### config.mk
export PLATFORM = sky130hd
export DESIGN_NAME = watchdog_timer_control
export DESIGN_NICKNAME = d
export VERILOG_FILES = /design/src/wdt_pkg.sv /design/src/timeout_count_if.sv /design/src/watchdog_period_counter.sv /design/src/watchdog_timer_control.sv
export SDC_FILE = /design/constraint.sdc
export NUM_CORES = 1
export LEC_CHECK = 0
export BUFFER_PORTS_ARGS = -buffer_cell sky130_fd_sc_hd__clkbuf_2
export CELL_PAD_IN_SITES_DETAIL_PLACEMENT = 1
export CELL_PAD_IN_SITES_GLOBAL_PLACEMENT = 1
export CORE_MARGIN = 10
export CORE_UTILIZATION = 30
export CTS_CLUSTER_DIAMETER = 50
export CTS_CLUSTER_SIZE = 24
export DETAILED_ROUTE_END_ITERATION = 10
export GPL_ROUTABILITY_DRIVEN = 0
export PLACE_DENSITY_LB_ADDON = 0.1
export SYNTH_ARGS = -nofsm -noshare
export SYNTH_HDL_FRONTEND = slang
export SYNTH_SLANG_ARGS = --single-unit
### constraint.sdc
create_clock -name mclk_i -period 6.96 [get_ports mclk_i]
set_input_delay 0.348 -clock mclk_i [delete_from_list [all_inputs] [get_ports mclk_i]]
set_output_delay 0.348 -clock mclk_i [all_outputs]
set_load 0.01 [all_outputs]
### src/wdt_pkg.sv
// Shared constants, field layout and mode type of the watchdog timer control block
package wdt_pkg;

   // Register byte addresses on the APB window
   localparam logic [11:0] CTRL_STATUS_ADDR = 12'h000;
   localparam logic [11:0] RESET_CAUSE_ADDR = 12'h004;

   // Field positions in watchdog_control_status
   localparam int IRQ_FLAG_BIT = 7;
   localparam int IRQ_ENABLE_BIT = 6;
   localparam int PERIOD_HI_BIT = 5;
   localparam int UNLOCK_BIT = 4;
   localparam int RESET_ENABLE_BIT = 3;
   localparam int PERIOD_LO_MSB = 2;

   // Field position in reset_cause_register
   localparam int CAUSE_FLAG_BIT = 3;

   // Reset values
   localparam logic [3:0] PERIOD_SELECT_RESET = 4'h0;
   localparam logic [7:0] BYTE_ZERO = 8'h00;
   localparam logic [31:0] WORD_ZERO = 32'h0000_0000;

   // Highest valid period code; reserved codes above it fall back to it
   localparam logic [3:0] PERIOD_SELECT_MAX = 4'h9;

   // Unlock window length in CPU clock cycles
   localparam logic [2:0] UNLOCK_CYCLES = 3'h4;
   localparam logic [2:0] UNLOCK_LAST = 3'h1;

   // Oscillator cycles at period code zero, and counter width
   localparam int unsigned TIMEOUT_BASE_CYCLES = 2048;
   localparam int COUNT_WIDTH = 20;
   typedef logic [COUNT_WIDTH-1:0] count_t;

   // Nominal watchdog oscillator rate, kHz
   localparam int OSC_FREQ_KHZ = 128;

   // Operating mode, coded as {reset enable, interrupt enable}
   typedef enum logic [1:0]
   {
      MODE_STOPPED = 2'b00,
      MODE_IRQ = 2'b01,
      MODE_RESET = 2'b10,
      MODE_IRQ_RESET = 2'b11
   } mode_e;

endpackage

### src/timeout_count_if.sv
// Signals between the control logic and the period counter
`timescale 1ns/1ps
interface timeout_count_if;
   logic restart;
   logic [3:0] period_select;
   logic timeout;

   // Control side steers, counter side reports
   modport ctrl (output restart, output period_select, input timeout);
   modport counter (input restart, input period_select, output timeout);
endinterface

### src/watchdog_period_counter.sv
// Oscillator synchroniser and time-out counter of the watchdog
`timescale 1ns/1ps
module watchdog_period_counter #(
   parameter int unsigned BASE_CYCLES = wdt_pkg::TIMEOUT_BASE_CYCLES
) (
   // Clock and reset
   input wire logic mclk_i,
   input wire logic reset_n_i,
   // Watchdog oscillator pin
   input wire logic osc_i,
   // Control link
   timeout_count_if.counter cnt_if
);

   logic [2:0] osc_sync;
   logic osc_level;
   wdt_pkg::count_t count;
   logic timeout_q;
   logic [3:0] sel_eff;
   wdt_pkg::count_t last_count;
   logic osc_rise;

   // Oscillator pin, three stages; stage 0 feeds stage 1 only
   always_ff @(posedge mclk_i)
   begin
      if (!reset_n_i)
         osc_sync <= 3'h0;
      else
         osc_sync <= {osc_sync[1], osc_sync[0], osc_i};
   end

   // A rise to high counts once stages 1 and 2 agree; a fall only updates the level
   assign osc_rise = (osc_sync[1] == osc_sync[2]) & osc_sync[1] & ~osc_level;

   always_ff @(posedge mclk_i)
   begin
      if (!reset_n_i)
         osc_level <= 1'b0;
      else if (osc_sync[1] == osc_sync[2])
         osc_level <= osc_sync[1];
   end

   // reserved codes clamp
   assign sel_eff = (cnt_if.period_select > wdt_pkg::PERIOD_SELECT_MAX) ? wdt_pkg::PERIOD_SELECT_MAX
                                                                       : cnt_if.period_select;
   // doubling per code
   assign last_count = wdt_pkg::count_t'((BASE_CYCLES << sel_eff) - 1);

   // counts oscillator edges
   // restart clears count
   always_ff @(posedge mclk_i)
   begin
      if (!reset_n_i || cnt_if.restart)
         count <= '0;
      else if (osc_rise)
         count <= (count >= last_count) ? '0 : wdt_pkg::count_t'(count + 1'b1);
   end

   // time-out leaves as a CPU-clock pulse
   always_ff @(posedge mclk_i)
   begin
      if (!reset_n_i || cnt_if.restart)
         timeout_q <= 1'b0;
      else
         timeout_q <= osc_rise & (count >= last_count);
   end

   assign cnt_if.timeout = timeout_q;

endmodule

### src/watchdog_timer_control.sv
// Watchdog timer control: APB registers, mode logic, unlock window and reset cause
//
// Function
// Time-out in an interrupt mode sets the interrupt flag.
// Flag clears on vector taken or on software writing one.
// Interrupt requested only with global enable, local enable and flag set.
// Mode from reset and interrupt enables; fuse forces reset mode.
// Combined mode: first time-out flags; vector clears flag and enable.
// Combined mode: unserviced flag at next time-out gives system reset.
// Software re-enables interrupt after each one, outside the service routine.
// Clearing reset enable or changing period needs the unlock bit.
// Unlock bit clears itself four CPU cycles after being set.
// Reset-cause flag holds reset enable at one.
// Four-bit period code picks 2048 to 1048576 oscillator cycles.
// Reserved period codes act as the highest valid code.
// Counter runs from a separate oscillator, nominally 128 kHz.
// Kick, disable and chip reset restart the counter.
// Software unlocks with one write, then reconfigures within four cycles.
// Watchdog reset sets cause flag; only power-on or zero write clears.
// Time-out events are synchronised to the CPU clock before use.
//
// Register access over APB and the register offsets are this design's own decisions.
`timescale 1ns/1ps
module watchdog_timer_control #(
   parameter int unsigned TIMEOUT_BASE_CYCLES = wdt_pkg::TIMEOUT_BASE_CYCLES
) (
   // Clock and power-on reset
   input wire logic mclk_i,
   input wire logic reset_n_i,
   // APB slave
   input wire logic psel_i,
   input wire logic penable_i,
   input wire logic pwrite_i,
   input wire logic [11:0] paddr_i,
   input wire logic [31:0] pwdata_i,
   input wire logic [3:0] pstrb_i,
   output logic [31:0] prdata_o,
   output logic pready_o,
   output logic pslverr_o,
   // Processor core
   input wire logic global_irq_enable_i,
   input wire logic irq_vector_taken_i,
   input wire logic kick_instruction_i,
   output logic timeout_irq_o,
   // Fuse, oscillator and system reset
   input wire logic always_on_fuse_i,
   input wire logic wdt_osc_i,
   output logic system_reset_o
);

   // Register state
   logic timeout_irq_flag;
   logic timeout_irq_enable;
   logic timeout_reset_enable;
   logic change_unlock_bit;
   logic [2:0] unlock_count;
   logic [3:0] period_select;
   logic dog_reset_cause_flag;

   // Bus answer and core outputs
   logic [31:0] prdata;
   logic pready;
   logic pslverr;
   logic timeout_irq;
   logic system_reset;

   // Next values
   logic next_irq_flag;
   logic next_irq_enable;
   logic next_reset_enable;
   logic next_unlock;
   logic [2:0] next_unlock_count;
   logic [3:0] next_period_select;
   logic next_cause_flag;

   // Time-out action decode
   logic to_irq;
   logic to_reset;

   timeout_count_if cnt_if ();

   watchdog_period_counter #(
      .BASE_CYCLES(TIMEOUT_BASE_CYCLES)
   ) u_counter (
      .mclk_i(mclk_i),
      .reset_n_i(reset_n_i),
      .osc_i(wdt_osc_i),
      .cnt_if(cnt_if)
   );

   // APB phase and address decode
   wire apb_setup = psel_i & ~penable_i;
   wire apb_commit = psel_i & penable_i & pready;
   wire hit_ctrl = (paddr_i == wdt_pkg::CTRL_STATUS_ADDR);
   wire hit_cause = (paddr_i == wdt_pkg::RESET_CAUSE_ADDR);
   wire hit_any = hit_ctrl | hit_cause;

   // Writes need the low byte lane; other lanes hold nothing
   wire ctrl_wr = apb_commit & pwrite_i & hit_ctrl & pstrb_i[0];
   wire cause_wr = apb_commit & pwrite_i & hit_cause & pstrb_i[0];

   // Written field values
   wire [7:0] wbyte = pwdata_i[7:0];
   wire wr_irq_flag = wbyte[wdt_pkg::IRQ_FLAG_BIT];
   wire wr_irq_enable = wbyte[wdt_pkg::IRQ_ENABLE_BIT];
   wire wr_unlock = wbyte[wdt_pkg::UNLOCK_BIT];
   wire wr_reset_enable = wbyte[wdt_pkg::RESET_ENABLE_BIT];
   wire [3:0] wr_period = {wbyte[wdt_pkg::PERIOD_HI_BIT], wbyte[wdt_pkg::PERIOD_LO_MSB:0]};
   wire wr_cause_flag = wbyte[wdt_pkg::CAUSE_FLAG_BIT];

   // Chip reset from our own pulse restores the control state
   wire chip_reset = system_reset;

   // cause flag overrides reset enable
   wire reset_enable_eff = timeout_reset_enable | dog_reset_cause_flag | always_on_fuse_i;

   // mode selection, fuse forces reset mode
   wire [1:0] mode_code = {reset_enable_eff, timeout_irq_enable};
   wire wdt_pkg::mode_e mode = always_on_fuse_i ? wdt_pkg::MODE_RESET : wdt_pkg::mode_e'(mode_code);
   wire running = (mode != wdt_pkg::MODE_STOPPED);

   // restart on kick, disable or chip reset
   assign cnt_if.restart = kick_instruction_i | ~running | chip_reset;
   assign cnt_if.period_select = period_select;

   // Vector taken only matters while the flag is pending
   wire vector_ack = irq_vector_taken_i & timeout_irq_flag;

   // Unlock opens only when the unlock and reset enable bits are written together
   wire unlock_start = ctrl_wr & wr_unlock & wr_reset_enable;

   // Time-out action per mode
   always_comb
   begin
      to_irq = 1'b0;
      to_reset = 1'b0;
      if (cnt_if.timeout)
      begin
         unique case (mode)
            wdt_pkg::MODE_STOPPED:
            begin
               to_irq = 1'b0;
            end
            // interrupt mode flags
            wdt_pkg::MODE_IRQ:
            begin
               to_irq = 1'b1;
            end
            wdt_pkg::MODE_RESET:
            begin
               to_reset = 1'b1;
            end
            wdt_pkg::MODE_IRQ_RESET:
            begin
               // unserviced flag resets
               if (timeout_irq_flag)
                  to_reset = 1'b1;
               // first time-out flags
               else
                  to_irq = 1'b1;
            end
         endcase
      end
   end

   // Interrupt flag; a time-out wins over any clear in the same cycle
   always_comb
   begin
      next_irq_flag = timeout_irq_flag;
      if (chip_reset)
         next_irq_flag = 1'b0;
      // set on time-out
      else if (to_irq)
         next_irq_flag = 1'b1;
      // vector or write-one clears
      else if (vector_ack || (ctrl_wr && wr_irq_flag))
         next_irq_flag = 1'b0;
   end

   // Interrupt enable; software write is taken after the hardware clear
   always_comb
   begin
      next_irq_enable = timeout_irq_enable;
      if (chip_reset)
         next_irq_enable = 1'b0;
      else if (ctrl_wr)
         next_irq_enable = wr_irq_enable;
      // vector drops to reset mode
      else if (vector_ack && reset_enable_eff)
         next_irq_enable = 1'b0;
   end

   // Reset enable: set freely, cleared only inside the unlock window
   always_comb
   begin
      next_reset_enable = timeout_reset_enable;
      if (chip_reset)
         next_reset_enable = 1'b0;
      // held while cause flag set
      else if (dog_reset_cause_flag)
         next_reset_enable = 1'b1;
      // clear needs unlock
      else if (ctrl_wr && change_unlock_bit)
         next_reset_enable = wr_reset_enable;
      else if (ctrl_wr)
         next_reset_enable = timeout_reset_enable | wr_reset_enable;
   end

   // Period select changes only inside the unlock window
   always_comb
   begin
      next_period_select = period_select;
      if (chip_reset)
         next_period_select = wdt_pkg::PERIOD_SELECT_RESET;
      // period change needs unlock
      else if (ctrl_wr && change_unlock_bit)
         next_period_select = wr_period;
   end

   // Unlock bit and its cycle counter; a write beats the expiry
   always_comb
   begin
      next_unlock = change_unlock_bit;
      next_unlock_count = unlock_count;
      if (chip_reset)
      begin
         next_unlock = 1'b0;
         next_unlock_count = 3'h0;
      end
      else if (ctrl_wr)
      begin
         next_unlock = unlock_start;
         next_unlock_count = unlock_start ? wdt_pkg::UNLOCK_CYCLES : 3'h0;
      end
      // self clear after four cycles
      else if (change_unlock_bit && unlock_count == wdt_pkg::UNLOCK_LAST)
      begin
         next_unlock = 1'b0;
         next_unlock_count = 3'h0;
      end
      else if (change_unlock_bit)
      begin
         next_unlock_count = unlock_count - 3'h1;
      end
   end

   // Cause flag survives chip reset; set wins over a zero write
   always_comb
   begin
      next_cause_flag = dog_reset_cause_flag;
      // set by watchdog reset
      if (to_reset)
         next_cause_flag = 1'b1;
      else if (cause_wr && !wr_cause_flag)
         next_cause_flag = 1'b0;
   end

   // Control register state
   always_ff @(posedge mclk_i)
   begin
      if (!reset_n_i)
      begin
         timeout_irq_flag <= 1'b0;
         timeout_irq_enable <= 1'b0;
         timeout_reset_enable <= 1'b0;
         change_unlock_bit <= 1'b0;
         unlock_count <= 3'h0;
         period_select <= wdt_pkg::PERIOD_SELECT_RESET;
      end
      else
      begin
         timeout_irq_flag <= next_irq_flag;
         timeout_irq_enable <= next_irq_enable;
         timeout_reset_enable <= next_reset_enable;
         change_unlock_bit <= next_unlock;
         unlock_count <= next_unlock_count;
         period_select <= next_period_select;
      end
   end

   // Only power-on reset or a zero write clears the cause flag
   always_ff @(posedge mclk_i)
   begin
      if (!reset_n_i)
         dog_reset_cause_flag <= 1'b0;
      else
         dog_reset_cause_flag <= next_cause_flag;
   end

   // Read views; reserved bits read zero
   wire [7:0] ctrl_view = {timeout_irq_flag, timeout_irq_enable, period_select[3], change_unlock_bit,
                           reset_enable_eff, period_select[2:0]};
   wire [7:0] cause_view = {4'h0, dog_reset_cause_flag, 3'h0};
   wire [7:0] read_byte = hit_ctrl ? ctrl_view : (hit_cause ? cause_view : wdt_pkg::BYTE_ZERO);

   // APB answer: ready in the first access cycle, no wait states
   always_ff @(posedge mclk_i)
   begin
      if (!reset_n_i)
      begin
         pready <= 1'b0;
         pslverr <= 1'b0;
         prdata <= wdt_pkg::WORD_ZERO;
      end
      else
      begin
         pready <= apb_setup;
         pslverr <= apb_setup & ~hit_any;
         prdata <= (apb_setup && !pwrite_i) ? {24'h000000, read_byte} : wdt_pkg::WORD_ZERO;
      end
   end

   // Interrupt request from next state, so it drops the edge the flag clears
   always_ff @(posedge mclk_i)
   begin
      if (!reset_n_i)
      begin
         timeout_irq <= 1'b0;
         system_reset <= 1'b0;
      end
      else
      begin
         // global, local enable and flag
         timeout_irq <= global_irq_enable_i & next_irq_enable & next_irq_flag;
         // reset from synchronised time-out, one cycle long
         system_reset <= to_reset;
      end
   end

   assign prdata_o = prdata;
   assign pready_o = pready;
   assign pslverr_o = pslverr;
   assign timeout_irq_o = timeout_irq;
   assign system_reset_o = system_reset;

endmodule

==> flow_summary.json, run 1 <==
{
  "run_status": "finished clean",
  "initial_core_util_pct": 30.6,
  "io_pins": 94,
  "wire_per_inst_um": 14.9,
  "end_kind": "register",
  "stdcell_count": 452,
  "n_fill_cell": 1050,
  "synth_area_um2": 2640,
  "num_rows": 34,
  "yosys_warnings": 0,
  "worstPathArrival_ps": 3300,
  "clock.fmax_mhz": 326,
  "track_usage_pct": 10.7,
  "synthCells": 309,
  "drive_above_1_share_pct": 16.0,
  "die_height_um": 114,
  "first_global_vias": 2375,
  "synth_edf_count": 0,
  "grt_start_max_net_pins": 22,
  "async_flop_share_pct": 0,
  "slew-limit-headroom_pct": 25.4,
  "drt-initial-drc-count": 56,
  "cap_violations": 0,
  "pre_cts_ws_ps": 3840,
  "coreArea_um2": 8640,
  "ctsHtreeMaxLevel": 2,
  "post_dp_cell_area_um2": 2840,
  "portBuffers": 42,
  "hpwl_um": 5200,
  "yosysUniqueCellTypes": 49,
  "hold_buffers": 0,
  "hp-class": "in -> reg",
  "yosysTopAreaCellShare_pct": 37.1,
  "crit_type": "reg -> reg",
  "clkTransAtPathRegs_ps": 100,
  "root_buffer": "clkbuf_8",
  "worst_pin_slew_ps": 1110,
  "cp.required_ps": 7190,
  "die_width_um": 114,
  "fin_crit_ps": 3070,
  "ctsLongestPathBuffers": 2,
  "cts_setup_buffers": 0,
  "ant_nets": 0,
  "setup_violations": 0,
  "syn_avg_cell_area_um2": 8.56,
  "synth.area.top_cells": "dfxtp_1 37%, buf_4 6.8%, ha_1 6.6%, xnor2_1 3.6%, nor3_1 3.6%",
  "nets": 415,
  "finalClockSkew_ps": 6.39,
  "dieArea_um2": 13000,
  "design_area_um2": 2960,
  "synth_top_cell_by_area": "dfxtp_1",
  "grt_pass1_wl_um": 11700,
  "rsz0062_at_grt": "false",
  "clock_sinks": 49,
  "slew_viol_final": 0,
  "drt_wl_total_um": 6730,
  "cts_made_buffers": 5,
  "areaGrowthSynthToFinish_pct": 11.9,
  "ys_ff_latch": 49,
  "insertedDiodeCount": 0,
  "cts_tree": "done",
  "setup_ws_ps": 3890,
  "total_power_uw": 521,
  "ctsResizeCount": 0,
  "synth_top_flop_cell": "dfxtp_1",
  "dp.cells": 444,
  "drc_errors": 0,
  "period_share_pct": 44.1,
  "final_core_util_pct": 34.3,
  "vias_per_cell": 4.95,
  "crit_path_start_kind": "register",
  "synth_seq_area_share_pct": 37.1,
  "vias": 2238,
  "p_leak_nw": 1.18,
  "first_pass_iters": 4,
  "peakVddDrop_uv": 75.9,
  "final_hold_viol_count": 0,
  "grt_overflow_total": 0,
  "grt_antenna_before_repair": 0,
  "final.hold.worst_slack_ps": 246,
  "critPathMaxFanout": 21,
  "insertion_delay_ps": 300,
  "tns_ps": 0,
  "cellPowerDensity_nw_per_um2": 176
}
[cells in the final DEF (no fill, tap or decap), drive strengths merged, types with 2 or more instances in the layout]
cell type and instances:
nand4 14, nand4b 2, and2 11, xor2 3, xnor2 11, a21oi 16, ha 14, o21a 2
or4 2, dfxtp 49, conb 24, and3 3, o21ai 16, nand3 8, nor2 14, a21o 2
nor3 19, nand2b 3, a211oi 7, or3 6, clkbuf 49, mux2i 3, nor4 10, and4 2
inv 15, nand2 15, nor2b 7
[cells by family (layout without fill, tap and decap cells)]
logic type,count (synthesis),in the layout,synth area share (%)
AO/OA/AOI/OAI,56,56,13.3
XOR/XNOR,14,14,4.64
adder cells (fa/ha/maj),14,14,6.63
buffers and inverters,53,65,11.0
flip-flops,49,49,37.1
multiplexers,4,4,1.56
other,1,24,0.142
AND/OR/NAND/NOR,118,118,25.7
[synth_stat cells, drive strengths merged (2+ instances only)]
| library cell | n |
|---|---|
| a211oi | 7 |
| a21o | 2 |
| a21oi | 16 |
| and2 | 11 |
| and3 | 3 |
| and4 | 2 |
| buf | 25 |
| clkbuf | 13 |
| dfxtp | 49 |
| ha | 14 |
| inv | 15 |
| mux2i | 3 |
| nand2 | 15 |
| nand2b | 3 |
| nand3 | 8 |
| nand4 | 14 |
| nand4b | 2 |
| nor2 | 14 |
| nor2b | 7 |
| nor3 | 19 |
| nor4 | 10 |
| o21a | 2 |
| o21ai | 16 |
| or3 | 6 |
| or4 | 2 |
| xnor2 | 11 |
| xor2 | 3 |
[area by class of cell]
type                       instances  area [µm²]  area share [%]
clock inverter                     1        30.0            1.02
timing repair buffer              42         210            7.11
inverter                          15        56.3            1.90
tap                              108         135            4.57
clock buffer                       7        86.3            2.92
multi-input combinational        230        1460            49.3
sequential                        49         981            33.2
[layer usage]
metal | up-vias | part of all wire (%) | track usage (%)
met5 | - | 0 | 0
met4 | 0 | 0.54 | 2.34
met3 | 2 | 5.7 | 3.52
met2 | 51 | 44 | 16.7
met1 | 1062 | 50 | 14.0
li1 | 1123 | - | -
[final timing paths]
check,start,to,slack [ps],depth (start not counted)
max,cnt_if.period_select[1],u_counter.cnt_if.timeout,3890,11
min,pwrite_i,prdata_o[3],250,2
max reg2reg,cnt_if.period_select[1],u_counter.cnt_if.timeout,3890,11
min reg2reg,u_counter.osc_sync[0],u_counter.osc_sync[1],440,1
[critical path, stage by stage (launching register included)]
cell     delay [ps]
dfxtp_1         410
nor2_1          200
nand3_1         100
ha_1            310
nor3_1          160
a21oi_1          60
o21a_1          200
ha_1            290
nand2_1          70
nor4_1          250
a221o_1         730
nor2b_1         200
[flip-flops by register name (all words and copies together) (netlist names)]
signal                    cells
change_unlock_bit             1
cnt_if.period_select          4
dog_reset_cause_flag          1
prdata_o                      8
pready_o                      1
pslverr_o                     1
system_reset_o                1
timeout_irq_enable            1
timeout_irq_flag              1
timeout_irq_o                 1
timeout_reset_enable          1
u_counter.cnt_if.timeout      1
u_counter.count              20
u_counter.osc_level           1
u_counter.osc_sync            3
unlock_count                  3
[report_power, final]
part	total, mW	internal, mW	switching, mW
Sequential	0.282	0.281	0.000725
Clock	0.214	0.117	0.0968
Combinational	0.0250	0.00908	0.0159
Total	0.521	0.408	0.113
No activity file was read; power rests on OpenSTA's default activity.
==> inputs of run 2 (changes only) <==
==> constraint.sdc (replaced) <==
create_clock -name mclk_i -period 3.2 [get_ports mclk_i]
set_input_delay 0.16 -clock mclk_i [delete_from_list [all_inputs] [get_ports mclk_i]]
set_output_delay 0.16 -clock mclk_i [all_outputs]
set_load 0.01 [all_outputs]
==> flow_summary.json, run 2 (synthesis gave the netlist of run 1 again) <==
{
  "run_status": "finished clean",
  "end_kind": "register",
  "setup_ws_ps": 467,
  "cellPowerDensity_nw_per_um2": 351,
  "dp.cells": 447,
  "peakVddDrop_uv": 141,
  "coreArea_um2": 8640,
  "cts_made_buffers": 5,
  "worstPathArrival_ps": 2900,
  "hold_depth": 2,
  "portBuffers": 42,
  "crit_type": "reg -> reg",
  "ctsResizeCount": 0,
  "n_fill_cell": 1077,
  "hp-class": "in -> reg",
  "ctsLongestPathBuffers": 2,
  "drt-initial-drc-count": 70,
  "die_height_um": 114,
  "first_global_vias": 2499,
  "setup_violations": 0,
  "hold_buffers": 0,
  "grt_pass1_wl_um": 12000,
  "slew-limit-headroom_pct": 47.8,
  "track_usage_pct": 10.9,
  "initial_core_util_pct": 30.6,
  "drive_above_1_share_pct": 16.7,
  "seqCellArea_um2": 981,
  "largest_register_ff_count": 20,
  "slew_viol_final": 0,
  "critPathMaxFanout": 11,
  "insertedDiodeCount": 0,
  "final_common_cell": "dfxtp_1",
  "grt_start_max_net_pins": 22,
  "ctsHtreeMaxLevel": 2,
  "clock_sinks": 49,
  "finalClockSkew_ps": 14.9,
  "cts_tree": "done",
  "die_width_um": 114,
  "cts_setup_buffers": 0,
  "dieArea_um2": 13000,
  "num_rows": 34,
  "tns_ps": 0,
  "regMostFlops": "u_counter.count",
  "p_leak_nw": 1.18,
  "pre_cts_ws_ps": 436,
  "fin_crit_ps": 2730,
  "drt_wl_total_um": 6910,
  "crit_path_start_kind": "register",
  "layout_common_cells": "49 x dfxtp_1, 42 x clkbuf_2, 24 x conb_1",
  "period_share_pct": 85.4,
  "clock.fmax_mhz": 366,
  "ant_nets": 0,
  "vias_per_cell": 4.96,
  "first_pass_iters": 4,
  "clkTransAtPathRegs_ps": 100,
  "multiInputGateArea_um2": 1460,
  "r2r.worst_path.cells": 12,
  "io_pins": 94,
  "stdcell_count": 455,
  "worst_pin_slew_ps": 783,
  "nets": 418,
  "grt_overflow_total": 0,
  "areaGrowthSynthToFinish_pct": 11.5,
  "hpwl_um": 5290,
  "wire_per_inst_um": 15.2,
  "cp.required_ps": 3370,
  "root_buffer": "clkbuf_8",
  "insertion_delay_ps": 310,
  "grt_antenna_before_repair": 0,
  "final_hold_viol_count": 0,
  "drc_errors": 0,
  "rsz0062_at_grt": "false",
  "cap_violations": 0,
  "vias": 2255
}
-- run 2: cell types whose count changed in the layout (fill, tap and decap cells not counted), sizes merged --
cell | previous run | this run
bufinv | 1 | 0
buf | 0 | 3
clkbuf | 49 | 48
clkinv | 0 | 2
-- run 2: layer usage --
layer | share of wire, % | track usage (%)
met2 | 44 | 17.0
met1 | 49 | 14.0
met5 | 0 | 0
met3 | 5.8 | 3.57
met4 | 1.4 | 3.51
-- run 2: worst paths after layout --
check	startpoint	to	slack [ps]
hold / removal	pwrite_i	prdata_o[3]	30
setup / recovery	cnt_if.period_select[1]	u_counter.cnt_if.timeout	470
hold reg to reg	u_counter.osc_sync[0]	u_counter.osc_sync[1]	440
setup reg to reg	cnt_if.period_select[1]	u_counter.cnt_if.timeout	470
-- run 2: layout make-up --
type	instances	share of cell area [%]
Timing Repair Buffer	45	7.90
Inverter	15	1.91
Clock buffer	6	2.46
Tap cell	108	4.59
Multi-Input combinational cell	230	49.5
Clock inverter	2	0.340
Sequential cell	49	33.3
-- run 2: report_power, final --
group / switching (mW) / total [mW] / internal, mW / leakage (nW)
clock network: 0.214 / 0.366 / 0.152 / 0.0450
registers: 0.00153 / 0.614 / 0.612 / 0.395
logic: 0.0347 / 0.0544 / 0.0198 / 0.741
-- run 2: through the flow --
stage | cell area, µm² | power (mW) | hold slack, ps | utilization [%]
floorplan | 2730 | 0.676 | 238 | -
global placement | 2860 | 0.681 | 368 | 33.2
detailed placement | 2860 | 0.682 | 362 | 33.2
CTS | 2950 | 1.06 | 22.3 | 34.1
global route | 2950 | 1.08 | 38.2 | 34.1
finish | 2950 | 1.03 | 31.0 | 34.1
-- run 2: critical path, cell delays in order, from the launching register on --
cell and delay (ps):
dfxtp_1 410, nor2_1 210, nand3_1 100, ha_1 310
nor3_1 160, a21oi_1 60, o21a_1 190, ha_1 280
a21oi_1 150, o22ai_1 100, a221o_1 300, buf_4 190
nor2b_1 130
==> inputs of run 3 (changes only) <==
--- a/config.mk
+++ b/config.mk
@@ -5,13 +5,14 @@
 export SDC_FILE = /design/constraint.sdc
 export NUM_CORES = 1
 export LEC_CHECK = 0
+export ABC_AREA = 1
 export BUFFER_PORTS_ARGS = -buffer_cell sky130_fd_sc_hd__clkbuf_2
 export CELL_PAD_IN_SITES_DETAIL_PLACEMENT = 1
 export CELL_PAD_IN_SITES_GLOBAL_PLACEMENT = 1
 export CORE_MARGIN = 10
-export CORE_UTILIZATION = 30
+export CORE_UTILIZATION = 35
 export CTS_CLUSTER_DIAMETER = 50
-export CTS_CLUSTER_SIZE = 24
+export CTS_CLUSTER_SIZE = 40
 export DETAILED_ROUTE_END_ITERATION = 10
 export GPL_ROUTABILITY_DRIVEN = 0
 export PLACE_DENSITY_LB_ADDON = 0.1
==> flow_summary.json, run 3 <==
{
  "run_status": "finished clean",
  "post_dp_cell_area_um2": 3020,
  "min-delay-start": "wdt_osc_i",
  "synth_seq_area_share_pct": 34.9,
  "crit_type": "reg -> reg",
  "coreArea_um2": 7770,
  "largest_register_ff_count": 20,
  "rrSetupSlack_ps": 800,
  "hold_buffers": 0,
  "insertion_delay_ps": 300,
  "p_leak_nw": 1.37,
  "ctsHtreeMaxLevel": 2,
  "cts_tree": "done",
  "synthCells": 383,
  "yosys-top-cells-count": "71 x nand2_1, 66 x nor2_1, 49 x dfxtp_1, 47 x inv_1, 24 x buf_4",
  "synth_area_um2": 2810,
  "setup_ws_ps": 797,
  "ant_nets": 0,
  "swShare_pct": 22.2,
  "ctsLongestPathBuffers": 2,
  "clock_power_share_pct": 44.6,
  "r2r.worst_path.cells": 13,
  "power.net_switching_uw": 270,
  "end_kind": "register",
  "track_usage_pct": 11.9,
  "yosys_warnings": 0,
  "initial_core_util_pct": 36.2,
  "drc_errors": 0,
  "reg2reg_from": "cnt_if.period_select[2]",
  "layout_common_cells": "71 x nand2_1, 66 x nor2_1, 49 x dfxtp_1",
  "use_met1_pct": 14.3,
  "stdcell_count": 530,
  "num_rows": 32,
  "nets": 499,
  "areaGrowthSynthToFinish_pct": 12.2,
  "ctsResizeCount": 0,
  "die_width_um": 110,
  "yosysUniqueCellTypes": 34,
  "drt_wl_total_um": 6720,
  "syn_avg_cell_area_um2": 7.34,
  "yosysMostFrequentCell": "nand2_1",
  "synth_edf_count": 0,
  "tns_ps": 0,
  "final_common_cell": "nand2_1",
  "drive_above_1_share_pct": 19.4,
  "final_hold_viol_count": 0,
  "hpwl_um": 5440,
  "insertedDiodeCount": 0,
  "synth_top_cell_by_area": "dfxtp_1",
  "clock.fmax_mhz": 416,
  "root_buffer": "clkbuf_8",
  "ys_ff_latch": 49,
  "design_area_um2": 3150,
  "slew_viol_final": 0,
  "grt_antenna_before_repair": 0,
  "pre_cts_ws_ps": 809,
  "n_fill_cell": 1014,
  "dp.cells": 522,
  "worstSetupEndpoint": "u_counter.count[11]",
  "yosysTopAreaCellShare_pct": 34.9,
  "cts_setup_buffers": 0,
  "grt_overflow_total": 0,
  "internal_power_uw": 949,
  "worstPathArrival_ps": 2650,
  "synth.area.top_cells": "dfxtp_1 35%, nand2_1 9.5%, nor2_1 8.8%, buf_4 6.4%, inv_1 6.3%",
  "async_flop_share_pct": 0,
  "hp-class": "in -> reg",
  "rsz0062_at_grt": "false",
  "cellPowerDensity_nw_per_um2": 386,
  "grt_pass1_wl_um": 11700,
  "die_height_um": 110,
  "clock_sinks": 49,
  "first_global_vias": 2588,
  "regToRegEndpoint": "u_counter.count[11]",
  "cp-startpoint": "cnt_if.period_select[2]",
  "crit_path_start_kind": "register",
  "drt-initial-drc-count": 63,
  "setup_violations": 0,
  "finalClockSkew_ps": 4.80,
  "use_met2_pct": 19.7,
  "cts_made_buffers": 5,
  "period_share_pct": 75.1,
  "portBuffers": 42,
  "top_usage_layer": "met2",
  "clkTransAtPathRegs_ps": 100,
  "vias": 2352,
  "cp.required_ps": 3440,
  "vias_per_cell": 4.44,
  "critPathMaxFanout": 18,
  "first_pass_iters": 4,
  "dieArea_um2": 12000,
  "regMostFlops": "u_counter.count",
  "cap_violations": 0,
  "synth_top_flop_cell": "dfxtp_1",
  "grt_start_max_net_pins": 19,
  "peakVddDrop_uv": 174,
  "pwr-share-comb_pct": 4.9,
  "share_seq_of_total_power_pct": 50.4,
  "gr-usage-met3_pct": 4.15,
  "wire_per_inst_um": 12.7,
  "fin_crit_ps": 2400,
  "io_pins": 94
}
run 3: worst min path at each step:
stage,depth (start not counted),slack [ps],to
final,3,30,u_counter.osc_sync[0]
after global routing,2,40,pready_o
after CTS,3,20,u_counter.osc_sync[0]
after detailed placement,3,350,u_counter.osc_sync[0]
after global placement,3,340,u_counter.osc_sync[0]
after floorplan,1,250,pready_o
run 3: cell type report:
| type | instances | area (µm²) | area share [%] |
|---|---|---|---|
| multi-input combinational | 278 | 1510 | 47.8 |
| clock inverter | 3 | 68.8 | 2.18 |
| tap | 102 | 128 | 4.05 |
| sequential | 49 | 981 | 31.1 |
| inverter | 51 | 191 | 6.07 |
| clock buffer | 5 | 68.8 | 2.18 |
| timing repair buffer | 42 | 210 | 6.66 |
run 3: critical path: stages (launching register included):
cell and delay, ps:
dfxtp_1 390, nor2_1 240, nand3_1 110, ha_1 270, nand2_1 100, xnor2_1 110, ha_1 260, a21oi_1 150
o21ai_0 110, nor2_1 160, nand2_2 110, nand2_4 110, nand2_8 120, nor2_1 110
run 3: metal layers:
layer  vias up  wire, µm
met4         0        46
met5         -         0
met2        48      3040
met1      1063      3180
met3         5       446
li1       1236         -
run 3: power groups by stage:
stage          Clock (mW)  Sequential [mW]  Combinational [mW]
2_1_floorplan           0            0.629              0.0566
3_3_place_gp            0            0.629              0.0587
3_5_place_dp            0            0.629              0.0598
4_1_cts             0.561            0.615              0.0598
5_1_grt             0.585            0.615              0.0692
6_report            0.544            0.615              0.0601
run 3: cells by family (layout without fill, tap and decap cells):
logic type,after synthesis,after routing,share of synthesized area (%)
AND/OR/NAND/NOR,195,195,33.6
adder cells (fa/ha/maj),14,14,6.23
buffers and inverters,79,101,14.6
XOR/XNOR,15,15,4.67
AO/OA/AOI/OAI,30,30,5.87
flip-flops,49,49,34.9
other,1,24,0.133
run 3: through the flow:
step	power, mW	utilization [%]	hold slack (ps)
5_1_grt	1.27	40.6	44.5
2_1_floorplan	0.686	-	250
6_report	1.22	40.6	30.9
3_3_place_gp	0.687	38.8	342
4_1_cts	1.24	40.6	23.2
3_5_place_dp	0.688	38.8	349
